$ cat config.mk
export PLATFORM = sky130hd
export DESIGN_NAME = ingress_meter_config
export DESIGN_NICKNAME = d
export VERILOG_FILES = /design/src/ingress_meter_pkg.sv /design/src/meter_entry_select.sv /design/src/ingress_meter_config.sv
export VERILOG_INCLUDE_DIRS = /design/src
export SDC_FILE = /design/constraint.sdc
export NUM_CORES = 2
export LEC_CHECK = 0
export BUFFER_PORTS_ARGS = -buffer_cell sky130_fd_sc_hd__buf_4
export CORE_MARGIN = 4
export CORE_UTILIZATION = 35
export DETAILED_ROUTE_END_ITERATION = 16
export PLACE_DENSITY_LB_ADDON = 0.2
export SLEW_MARGIN = 20
export SYNTH_ARGS = -nofsm -noshare
export SYNTH_HDL_FRONTEND = slang
export SYNTH_SLANG_ARGS = --single-unit
$ cat constraint.sdc
create_clock -name ref_clk -period 5.3 [get_ports ref_clk]
set_clock_uncertainty 0.15 [all_clocks]
set_input_delay 1.06 -clock ref_clk [delete_from_list [all_inputs] [get_ports ref_clk]]
set_output_delay 1.06 -clock ref_clk [all_outputs]
set_load 0.01 [all_outputs]
$ cat src/ingress_meter_params.svh
`ifndef INGRESS_METER_PARAMS_SVH
`define INGRESS_METER_PARAMS_SVH

// ==========================================
// register indices (byte address is index times four)
`define IRM_IDX_CFG 16'h184a
`define IRM_IDX_CMD 16'h184b
`define IRM_IDX_STS 16'h184c
`define IRM_IDX_WR 16'h184d
`define IRM_IDX_RD 16'h184e

// ==========================================
// field positions
`define IRM_CFG_EN_BIT 0
`define IRM_CFG_MODE_LSB 1
`define IRM_CFG_MODE_MSB 2
`define IRM_CMD_DIR_BIT 7
`define IRM_CMD_TYPE_MSB 6
`define IRM_CMD_TYPE_LSB 5
`define IRM_CMD_ADDR_MSB 4
`define IRM_CMD_ADDR_LSB 0
`define IRM_STS_PEND_BIT 0
`define IRM_DATA_MSB 15

// ==========================================
// encodings
`define IRM_MODE_PORT_PRIO 2'h0
`define IRM_MODE_PORT 2'h1
`define IRM_MODE_PRIO 2'h2
`define IRM_TYPE_RATE 2'h1
`define IRM_TYPE_CBS 2'h2
`define IRM_TYPE_EBS 2'h3
`define IRM_DIR_READ 1'b1

// ==========================================
// reset values
`define IRM_BURST_RST 16'h0600
`define IRM_RATE_RST 16'h0014
`define IRM_DATA_RST 16'h0000
`define IRM_CFG_RST 3'h0
`define IRM_CMD_RST 8'h00

// ==========================================
// timing and table size
`define IRM_RATE_STEP_NS 20
`define IRM_CLK_PERIOD_NS 20
`define IRM_CMD_LATENCY 2
`define IRM_NUM_ENTRIES 24

`endif

$ cat src/ingress_meter_pkg.sv
`include "ingress_meter_params.svh"

package ingress_meter_pkg;

  typedef struct packed {
    logic [1:0] mode;
    logic enable;
  } meter_cfg_t;

  typedef struct packed {
    logic accessDirection;
    logic [1:0] kind;
    logic [4:0] addr;
  } meter_cmd_t;

  typedef struct packed {
    logic valid;
    logic [15:0] len;
    logic [1:0] port;
    logic [2:0] prio;
  } meter_pkt_t;

  typedef struct packed {
    logic valid;
    logic conform;
    logic randomDrop;
    logic drop;
  } meter_verdict_t;

  typedef enum logic [2:0] {
    SEL_NONE,
    SEL_CFG,
    SEL_CMD,
    SEL_STS,
    SEL_WR,
    SEL_RD
  } reg_sel_t;

  typedef enum logic [1:0] {
    CMD_IDLE,
    CMD_BUSY,
    CMD_FINISH
  } cmd_state_t;

endpackage

$ cat src/meter_entry_select.sv
`timescale 1ns/1ps
`include "ingress_meter_params.svh"

// maps source port and priority, port only or priority only (per mode) onto a committed-rate entry; reserved mode gives entry 0
module meter_entry_select
  import ingress_meter_pkg::*;
(
  input wire logic [1:0] mode,
  input wire logic [1:0] port,
  input wire logic [2:0] prio,
  output logic [4:0] entry
);

  always_comb begin
    case (mode)
      `IRM_MODE_PORT_PRIO: entry = {port, prio};
      `IRM_MODE_PORT: entry = {3'h0, port};
      `IRM_MODE_PRIO: entry = {2'h0, prio};
      default: entry = 5'h00;
    endcase
  end

endmodule

$ cat src/ingress_meter_config.sv
// Chosen here: the APB slave port.
`timescale 1ns/1ps
`include "ingress_meter_params.svh"

module ingress_meter_config
  import ingress_meter_pkg::*;
#(
  parameter int NUM_ENTRIES = `IRM_NUM_ENTRIES,
  parameter int CMD_LATENCY = `IRM_CMD_LATENCY
)(
  input wire logic ref_clk,
  input wire logic srst,
  input wire logic psel,
  input wire logic penable,
  input wire logic pwrite,
  input wire logic [15:0] paddr,
  input wire logic [31:0] pwdata,
  output logic [31:0] prdata,
  output logic pready,
  output logic pslverr,
  input wire meter_pkt_t pktIn,
  output meter_verdict_t verdict,
  output meter_cfg_t meterCfg,
  output logic [4:0] activeEntry
);

  localparam int STEP_CYC = (`IRM_RATE_STEP_NS + `IRM_CLK_PERIOD_NS - 1) / `IRM_CLK_PERIOD_NS;

  function automatic reg_sel_t decodeReg(input logic [15:0] a);
    reg_sel_t s;
    s = SEL_NONE;
    if (a == (`IRM_IDX_CFG << 2)) s = SEL_CFG;
    else if (a == (`IRM_IDX_CMD << 2)) s = SEL_CMD;
    else if (a == (`IRM_IDX_STS << 2)) s = SEL_STS;
    else if (a == (`IRM_IDX_WR << 2)) s = SEL_WR;
    else if (a == (`IRM_IDX_RD << 2)) s = SEL_RD;
    return s;
  endfunction

  // ==========================================
  // apb slave and direct registers
  meter_cfg_t cfg_q, cfg_d;
  meter_cmd_t cmd_q, cmd_d;
  logic [15:0] wrData_q, wrData_d;
  logic [31:0] prdata_q, prdata_d;
  logic slvErr_q, slvErr_d;
  logic pending_q;
  logic [15:0] rdData_q;
  logic setupPhase, accessWr, cmdWrite;
  reg_sel_t setupSel, accessSel;

  assign setupPhase = psel && !penable;
  assign setupSel = decodeReg(paddr);
  assign accessSel = decodeReg(paddr);
  assign accessWr = psel && penable && pwrite;
  assign cmdWrite = accessWr && accessSel == SEL_CMD;
  assign pready = 1'b1;
  assign prdata = prdata_q;
  assign pslverr = slvErr_q && psel && penable;
  assign meterCfg = cfg_q;

  always_comb begin
    cfg_d = cfg_q;
    cmd_d = cmd_q;
    wrData_d = wrData_q;
    prdata_d = prdata_q;
    slvErr_d = slvErr_q;
    if (setupPhase) begin
      prdata_d = 32'h0;
      slvErr_d = setupSel == SEL_NONE;
      case (setupSel)
        SEL_CFG: prdata_d[`IRM_CFG_MODE_MSB:`IRM_CFG_EN_BIT] = cfg_q;
        SEL_CMD: prdata_d[`IRM_CMD_DIR_BIT:`IRM_CMD_ADDR_LSB] = cmd_q;
        SEL_STS: prdata_d[`IRM_STS_PEND_BIT] = pending_q;
        SEL_WR: prdata_d[`IRM_DATA_MSB:0] = wrData_q;
        SEL_RD: prdata_d[`IRM_DATA_MSB:0] = rdData_q;
        default: prdata_d = 32'h0;
      endcase
    end
    if (accessWr) begin
      case (accessSel)
        SEL_CFG: cfg_d = pwdata[`IRM_CFG_MODE_MSB:`IRM_CFG_EN_BIT];
        SEL_CMD: cmd_d = pwdata[`IRM_CMD_DIR_BIT:`IRM_CMD_ADDR_LSB];
        SEL_WR: wrData_d = pwdata[`IRM_DATA_MSB:0];
        default: wrData_d = wrData_q;
      endcase
    end
  end

  always_ff @(posedge ref_clk) begin
    if (srst) begin
      cfg_q <= `IRM_CFG_RST;
      cmd_q <= `IRM_CMD_RST;
      wrData_q <= `IRM_DATA_RST;
      prdata_q <= 32'h0;
      slvErr_q <= 1'b0;
    end else begin
      cfg_q <= cfg_d;
      cmd_q <= cmd_d;
      wrData_q <= wrData_d;
      prdata_q <= prdata_d;
      slvErr_q <= slvErr_d;
    end
  end

  // ==========================================
  // indirect table command engine
  cmd_state_t state_q, state_d;
  logic [7:0] wait_q, wait_d;
  logic pending_d;
  logic [15:0] rdData_d;
  logic [15:0] rate_q [NUM_ENTRIES];
  logic [15:0] rate_d [NUM_ENTRIES];
  logic [15:0] cbs_q, cbs_d, ebs_q, ebs_d;
  logic addrOk;

  assign addrOk = 32'(cmd_q.addr) < NUM_ENTRIES;

  always_comb begin
    state_d = state_q;
    wait_d = wait_q;
    pending_d = pending_q;
    rdData_d = rdData_q;
    rate_d = rate_q;
    cbs_d = cbs_q;
    ebs_d = ebs_q;
    case (state_q)
      CMD_IDLE: wait_d = 8'h0;
      CMD_BUSY: begin
        wait_d = wait_q + 8'h1;
        if (32'(wait_q) + 1 >= CMD_LATENCY) state_d = CMD_FINISH;
      end
      CMD_FINISH: begin
        state_d = CMD_IDLE;
        pending_d = 1'b0;
        if (cmd_q.accessDirection == `IRM_DIR_READ) begin
          case (cmd_q.kind)
            `IRM_TYPE_RATE: rdData_d = addrOk ? rate_q[cmd_q.addr] : 16'h0;
            `IRM_TYPE_CBS: rdData_d = cbs_q;
            `IRM_TYPE_EBS: rdData_d = ebs_q;
            default: rdData_d = 16'h0;
          endcase
        end else begin
          case (cmd_q.kind)
            `IRM_TYPE_RATE: if (addrOk) rate_d[cmd_q.addr] = wrData_q;
            `IRM_TYPE_CBS: cbs_d = wrData_q;
            `IRM_TYPE_EBS: ebs_d = wrData_q;
            default: cbs_d = cbs_q;
          endcase
        end
      end
      default: state_d = CMD_IDLE;
    endcase
    // a new command restarts the engine and wins over completion
    if (cmdWrite) begin
      state_d = CMD_BUSY;
      wait_d = 8'h0;
      pending_d = 1'b1;
    end
  end

  always_ff @(posedge ref_clk) begin
    if (srst) begin
      state_q <= CMD_IDLE;
      wait_q <= 8'h0;
      pending_q <= 1'b0;
      rdData_q <= `IRM_DATA_RST;
      rate_q <= '{default: `IRM_RATE_RST};
      cbs_q <= `IRM_BURST_RST;
      ebs_q <= `IRM_BURST_RST;
    end else begin
      state_q <= state_d;
      wait_q <= wait_d;
      pending_q <= pending_d;
      rdData_q <= rdData_d;
      rate_q <= rate_d;
      cbs_q <= cbs_d;
      ebs_q <= ebs_d;
    end
  end

  // ==========================================
  // token buckets steered by the table
  logic [4:0] pktEntry;
  logic [4:0] entry_q, entry_d;
  logic [23:0] tick_q, tick_d, tickLimit;
  logic [15:0] cLevel_q, cLevel_d, eLevel_q, eLevel_d, curRate;
  meter_verdict_t verdict_q, verdict_d;

  meter_entry_select entrySel (
    .mode(cfg_q.mode),
    .port(pktIn.port),
    .prio(pktIn.prio),
    .entry(pktEntry)
  );

  assign curRate = (32'(entry_q) < NUM_ENTRIES) ? rate_q[entry_q] : `IRM_RATE_RST;
  assign tickLimit = 24'(({8'h0, curRate} + 24'h1) * 24'(STEP_CYC)) - 24'h1;
  assign verdict = verdict_q;
  assign activeEntry = entry_q;

  always_comb begin
    entry_d = entry_q;
    verdict_d = '0;
    tick_d = tick_q + 24'h1;
    cLevel_d = cLevel_q;
    eLevel_d = eLevel_q;
    // one byte token per rate period; no growth at or above the cap
    if (tick_q >= tickLimit) begin
      tick_d = 24'h0;
      if (cLevel_q < cbs_q) cLevel_d = cLevel_q + 16'h1;
      if (eLevel_q < ebs_q) eLevel_d = eLevel_q + 16'h1;
    end
    if (pktIn.valid && cfg_q.enable) begin
      entry_d = pktEntry;
      verdict_d.valid = 1'b1;
      if (pktIn.len <= cLevel_q) begin
        verdict_d.conform = 1'b1;
        cLevel_d = cLevel_q - pktIn.len;
      end else if (pktIn.len <= eLevel_q) begin
        verdict_d.randomDrop = 1'b1;
        eLevel_d = eLevel_q - pktIn.len;
      end else begin
        verdict_d.drop = 1'b1;
      end
    end
  end

  always_ff @(posedge ref_clk) begin
    if (srst) begin
      entry_q <= 5'h0;
      tick_q <= 24'h0;
      cLevel_q <= `IRM_BURST_RST;
      eLevel_q <= `IRM_BURST_RST;
      verdict_q <= '0;
    end else begin
      entry_q <= entry_d;
      tick_q <= tick_d;
      cLevel_q <= cLevel_d;
      eLevel_q <= eLevel_d;
      verdict_q <= verdict_d;
    end
  end

  // ==========================================
  // checks
  // reset seen at the previous edge; unknown before the first edge keeps reset checks quiet
  logic rstSeen_q;

  always_ff @(posedge ref_clk) begin
    rstSeen_q <= srst;
  end
endmodule

## After elaboration in Yosys (flattened, before gate mapping)

Cells that the tools add are included.

| storage, ports and cells | value |
|---|---|
| memories | 0 |
| memory bits (read-only) | 0 |
| latch bits | 0 |
| flip-flop bits (word level) | 552 |
| RAM bits | 0 |
| output and inout port bits | 46 |

| cells by class | value |
|---|---|
| $mul | 0 |
| divide/modulo/power cells | 0 |
| shifts and indexed selects | 0 |
| reduce and logical (&&, ||, !) cells | 27 |
| eq/ne operators | 20 |
| order comparisons | 11 |
| mux-type cells | 42 |
| add/subtract/negate cells | 9 |
| bitwise operators | 5 |

Operators by type and width:

| kind | count |
|---|---|
| bitwise mux 384 bit | 1 |
| 2-to-1 mux 16 bit | 16 |
| binary-select mux 16 bit (select 5 bit) | 2 |
| demux 16 bit (select 5 bit) | 1 |
| == test 16 x 15 -> 1 bit (second input constant) | 5 |
| case mux 16 bit (3 select lines) | 1 |
| adder 16 x 1 -> 16 bit (second input constant) | 2 |
| less-or-equal comparator 16 bit | 2 |
| < comparator 16 bit | 2 |
| case mux 8 bit (2 select lines) | 2 |
| subtractor 16 bit | 2 |
| case mux 5 bit (3 select lines) | 2 |
| adder 24 x 1 -> 24 bit (second input constant) | 1 |
| >= comparator 24 bit | 1 |
| subtractor 17 x 1 -> 18 bit (second input constant) | 1 |
| adder 16 x 1 -> 17 bit (second input constant) | 1 |
| 2-to-1 mux 3 bit | 5 |
| >= comparator 6 bit (second input constant) | 2 |
| NOT 5 -> 6 bit | 2 |
| AND reduction 2 bit | 6 |
| < comparator 5 bit (second input constant) | 2 |
| adder 8 x 1 -> 9 bit (second input constant) | 1 |
| >= comparator 9 x 2 -> 1 bit (second input constant) | 1 |
| adder 8 x 1 -> 8 bit (second input constant) | 1 |
| other kinds (24) | 52 |

## Longest topological paths before layout

| logic depth | value |
|---|---|
| depth after elaboration | 12 |
| mapped depth | 18 |

## Modules after synthesis

From an unflattened synthesis, not the netlist that was laid out.

| second synthesis, totals | value |
|---|---|
| cells, all modules | 3397 |
| area total of the unflattened synthesis | 29148.0 um2 |

By module, submodules not included:

| module | times used | sequential area each (um2) | area each (um2) | cells an instance |
|---|---|---|---|---|
| ingress_meter_config | 1 | 11050.6 | 29089.1 | 3390 |
| meter_entry_select | 1 | 0.0 | 58.8 | 7 |

## Worst setup path before layout

No wires, ideal clock.

| timing path | value |
|---|---|
| path kind | register to register |
| from | register entry_q[1] (netlist: activeEntry[1]) |
| to | register cLevel_q[10] |
| cell stages (with the launch flop) | 17 |
| setup time | 114 ps |
| buffers on the path | 4 |
| data arrival time | 4267 ps |
| required time | 5036 ps |
| path slack | 769 ps |
| path through | dfxtp_1 clkbuf_1 buf_1 clkbuf_1 mux4_2 mux4_2 a22oi_1 ha_1 a21oi_1 nand2_1 a211o_1 a221oi_4 a211oi_2 buf_4 a31oi_1 o21ai_0 a21o_1 |

| on the way | value |
|---|---|
| word-level cells in the longest chain between the ends | 11 |
| elaborated cells between the ends (all ways) | 12 |

RTL lines:

| element | line | RTL |
|---|---|---|
| start, declared | ingress_meter_config.sv:185 | `logic [4:0] entry_q, entry_d;` |
| start signal, assigned | ingress_meter_config.sv:237 | `entry_q <= entry_d;` |
| NOT 5 -> 6 bit (implied by the code) | ingress_meter_config.sv:197 | `` assign curRate = (32'(entry_q) < NUM_ENTRIES) ? rate_q[entry_q] : `IRM_RATE_RST; `` |
| binary-select mux 16 bit (select 5 bit) | ingress_meter_config.sv:197 |  |
| 2-to-1 mux 16 bit (implied by the code) (2 in a row) | ingress_meter_config.sv:197 |  |
| 2-to-1 mux 16 bit (no source line) * | n/a |  |
| adder 16 x 1 -> 17 bit * | ingress_meter_config.sv:198 | `assign tickLimit = 24'(({8'h0, curRate} + 24'h1) * 24'(STEP_CYC)) - 24'h1;` |
| subtractor 17 x 1 -> 18 bit * | ingress_meter_config.sv:198 |  |
| >= comparator 24 bit * | ingress_meter_config.sv:209 | `if (tick_q >= tickLimit) begin` |
| 2-to-1 mux 16 bit * | ingress_meter_config.sv:209 |  |
| 2-to-1 mux 16 bit | ingress_meter_config.sv:217 | `if (pktIn.len <= cLevel_q) begin` |
| 2-to-1 mux 16 bit * | ingress_meter_config.sv:214 | `if (pktIn.valid && cfg_q.enable) begin` |
| end signal, assigned | ingress_meter_config.sv:233 | `` cLevel_q <= `IRM_BURST_RST; `` |
| end signal, assigned | ingress_meter_config.sv:239 | `cLevel_q <= cLevel_d;` |
| end, declared | ingress_meter_config.sv:187 | `logic [15:0] cLevel_q, cLevel_d, eLevel_q, eLevel_d, curRate;` |

Every way passes the cells marked *; elsewhere a longest branch is shown, timed or not. The select of a mux whose other input is x is not followed.
A chain may end at the register's enable or synchronous reset.

## Final worst setup path

| timing path | value |
|---|---|
| from | register entry_q[0] (netlist: activeEntry[0]) |
| to | register cLevel_q[15] |

The elaborated chain is that of the path after synthesis.

==> flow_metrics.env <==
export IMPL_fp_row_count=105
export IMPL_htreeDepth=3
export IMPL_synth_xor_area_share=0.01881
export IMPL_worst_setup_path_start_kind="flop"
export IMPL_p_seq_frac=0.460
export IMPL_synth_enable_flop_cells=0
export IMPL_maxCapViolCount=0
export IMPL_hp_class="reg2reg"
export IMPL_clock_fmax_ghz=0.2033
export IMPL_antenna_found_initial=0
export IMPL_maxSlewHeadroom=0.2366
export IMPL_numCtsBuffers=66
export IMPL_first_global_vias=23440
export IMPL_hold_viol=0
export IMPL_root_buffer="clkbuf_16"
export IMPL_worstPathMaxFanout=25
export IMPL_reg2reg_depth=14
export IMPL_synthToLayoutAreaGrowth_pct=13.12
export IMPL_cp_top_family="compound AO/OA/AOI/OAI gates"
export IMPL_clock_power_share=0.515
export IMPL_switching_power_mw=2.027
export IMPL_p_sw_frac=0.2243
export IMPL_routed_wl_um=103300
export IMPL_critical_path_endpoint_type="flop"
export IMPL_synth_area_leader_cell="dfxtp_1"
export IMPL_dr_pass1_iters=5
export IMPL_period_minus_slack_ps=4919
export IMPL_dpl_instance_area_um2=31000
export IMPL_grt_setup_unrepaired="no"
export IMPL_ys_types=75
export IMPL_num_vias=25220
export IMPL_synth_area_per_cell_um2=8.730
export IMPL_cp_num_buf_inv=3
export IMPL_clock_path_buffers=3
export IMPL_wl_met2_um=47170
export IMPL_coreArea_um2=82640
export IMPL_synth_cells=3361
export IMPL_synth_top_family_by_area="simple AND/OR/NAND/NOR gates"
export IMPL_tightestPinTransition_ps=1144
export IMPL_crit_chain="buf_12 -> buf_4 -> mux4_2 -> mux4_2 -> a22oi_1 -> ha_1 -> a21oi_1 -> o2111ai_1 -> a221oi_4 -> a211oi_2 -> buf_4 -> and3_1 -> xnor2_1 -> a221oi_1"
export IMPL_fillers=8235
export IMPL_diodes=0
export IMPL_cp_depth=14
export IMPL_status="finished, final reports clean"
export IMPL_ir_drop_mv=0.1931
export IMPL_final_layout_size_suffix_gt1_frac=0.1640
export IMPL_drc=0
export IMPL_hold_depth=2
export IMPL_clock_latency_ps=610
export IMPL_p_leak_nw=11.19
export IMPL_cts_sinks=552
export IMPL_port_buffers=87
export IMPL_final_nets=3490
export IMPL_ctsHoldBuffers=0
export IMPL_critPathMaxStageDelay_ps=550
export IMPL_dieWidth_um=297.5
export IMPL_syn_area_um2=29340
export IMPL_final_area_um2=33190
export IMPL_synth_compound_area_frac=0.1492
export IMPL_drv_slew=0
export IMPL_grt_pass1_wl_um=153900
export IMPL_setup_viol=0
export IMPL_wl_met1_um=45420
export IMPL_layout_worst_path_cycle_share=0.9281
export IMPL_met3_length_um=7752
export IMPL_combPwrFrac=0.025
export IMPL_drt_iter0_drc=2445
export IMPL_track_usage=0.2259
export IMPL_die_area_um2=88530
export IMPL_via_per_inst=5.669
export IMPL_overflow=0
export IMPL_grt_max_degree=139
export IMPL_synth_ff_type="dfxtp_1"
export IMPL_synth_top_area_frac=0.3766
export IMPL_synthArstFlopShare=0
export IMPL_synthSimpleGateAreaFrac=0.1880
export IMPL_tns_ps=0
export IMPL_clk_pin_slew_ps=60
export IMPL_critPathKind="reg2reg"
export IMPL_routed_top_layer="met4"
export IMPL_yosysWarningCount=0
export IMPL_ys_seq_area_frac=0.3766
export IMPL_dieHeight_um=297.5
export IMPL_critPathArrivalTime_ps=5250
export IMPL_ys_ff_latch=552
export IMPL_synth_adder_area_share=0.03676
export IMPL_synthMuxAreaShare=0.1786
export IMPL_start_util=0.3551
export IMPL_worst_endpoint_required_ps=5630
export IMPL_cts_tree="done"
export IMPL_pin_count=121
export IMPL_cts_resized=0
export IMPL_gp_congestion=0.8767
export IMPL_finalPower_mw=9.037
export IMPL_p_int_mw=7.010
export IMPL_ant_nets=0
export IMPL_r2r_slack_ps=380
export IMPL_synth_area_leaders="dfxtp_1 38%, mux4_2 16%, nand2_1 11%"
export IMPL_routedWlPerCell_um=23.21
export IMPL_dp_hpwl_um=68680
export IMPL_worst_path_max_delay_cell="a22oi_1"
export IMPL_yosysMostFrequentCell="nand2_1"
export IMPL_synth_common_cells="840 x nand2_1, 552 x dfxtp_1, 454 x a21oi_1"
export IMPL_power_per_cell_area_nw_per_um2=272.3
export IMPL_postCtsSetupBuffers=0
[area by class of cell]
class	instances	area [um2]	area share
repair buffers	173	1431	0.04313
multi-input cells	2467	16900	0.5093
flip-flops and latches	552	11070	0.3334
clock buffers	95	1933	0.05824
clock inverters	22	255.2	0.007690
inverters	70	262.8	0.007916
well taps	1070	1339	0.04034
[worst paths after layout]
kind	endpoint	start
min	cbs_q[13]	cbs_q[13]
max	cLevel_q[15]	activeEntry[0]
max reg2reg	cLevel_q[15]	activeEntry[0]
min reg2reg	cbs_q[13]	cbs_q[13]
[through the flow]
step	cells	utilization	hold slack [ps]	setup slack, ps
6_report	4449	0.4017	304.4	381.0
5_1_grt	4449	0.4017	320.7	104.1
4_1_cts	4449	0.4017	304.7	318.9
3_5_place_dp	4332	0.3752	297.2	370.3
3_3_place_gp	4332	0.3752	292.6	367.6
2_1_floorplan	3383	-	277.5	768.8
[sequential cells by signal, summed over array words and instances, names as in the netlist]
| register | cells |
|---|---|
| activeEntry | 5 |
| cLevel_q | 16 |
| cbs_q | 16 |
| cmd_q | 8 |
| eLevel_q | 16 |
| ebs_q | 16 |
| meterCfg | 3 |
| pending_q | 1 |
| prdata | 16 |
| rate_q | 384 |
| rdData_q | 16 |
| slvErr_q | 1 |
| state_q | 2 |
| tick_q | 24 |
| verdict | 4 |
| wait_q | 8 |
| wrData_q | 16 |
[kinds of logic (layout without fill, tap and decap cells)]
logic type,Yosys count,in the layout
AND/OR/NAND/NOR,1300,1300
adder cells (fa/ha/maj),85,85
multiplexers,260,260
AO/OA/AOI/OAI,735,735
buffers and inverters,364,360
flip-flops,552,552
other,2,24
XOR/XNOR,63,63
[per-layer routing]
layer,GRT usage,vias to the layer above
li1,-,11820
met1,0.3139,12390
met2,0.3570,872
met3,0.04481,143
met4,0.06647,0
met5,0,-
[tightest hold or removal path, stage by stage, from the launching register on]
cell     delay, ps
dfxtp_1        310
nand2_1         50
a21oi_1         50
[cell usage in the layout (no fill, tap or decap), types with 8 or more instances in the layout]
cell       synthesis  routed
xor2_1            32      32
mux2i_1           25      25
xnor2_1           31      31
nand4_1           24      24
a22oi_1           77      77
nor2_2             1      10
clkbuf_1         190      14
o21ai_0           45      45
buf_12             0      10
nor3_1            21      18
a211oi_1          42      42
o211ai_1           8       8
a21o_1            25      25
buf_4             23     162
nor2_1           144     135
nand3_1          174     174
clkbuf_16          0      68
dfxtp_1          552     547
mux4_2           208     208
nand2_1          840     840
mux2_2            27      27
nand2b_1          12      12
clkbuf_8           0      13
a31oi_1           23      23
inv_1             69      68
conb_1             2      24
ha_1              83      83
a21oi_1          454     454
and3_1            26      26
o21a_1             9       9
clkinv_2           0      10
[power by group through the flow]
stage	clock [mW]	sequential, mW	combinational [mW]
CTS	4.74	4.16	0.226
finish	4.65	4.16	0.227
detailed placement	0	4.25	0.225
floorplan	0	4.25	0.142
global placement	0	4.25	0.226
global route	4.90	4.15	0.246
Note: power is estimated with default switching activity, not from simulation.
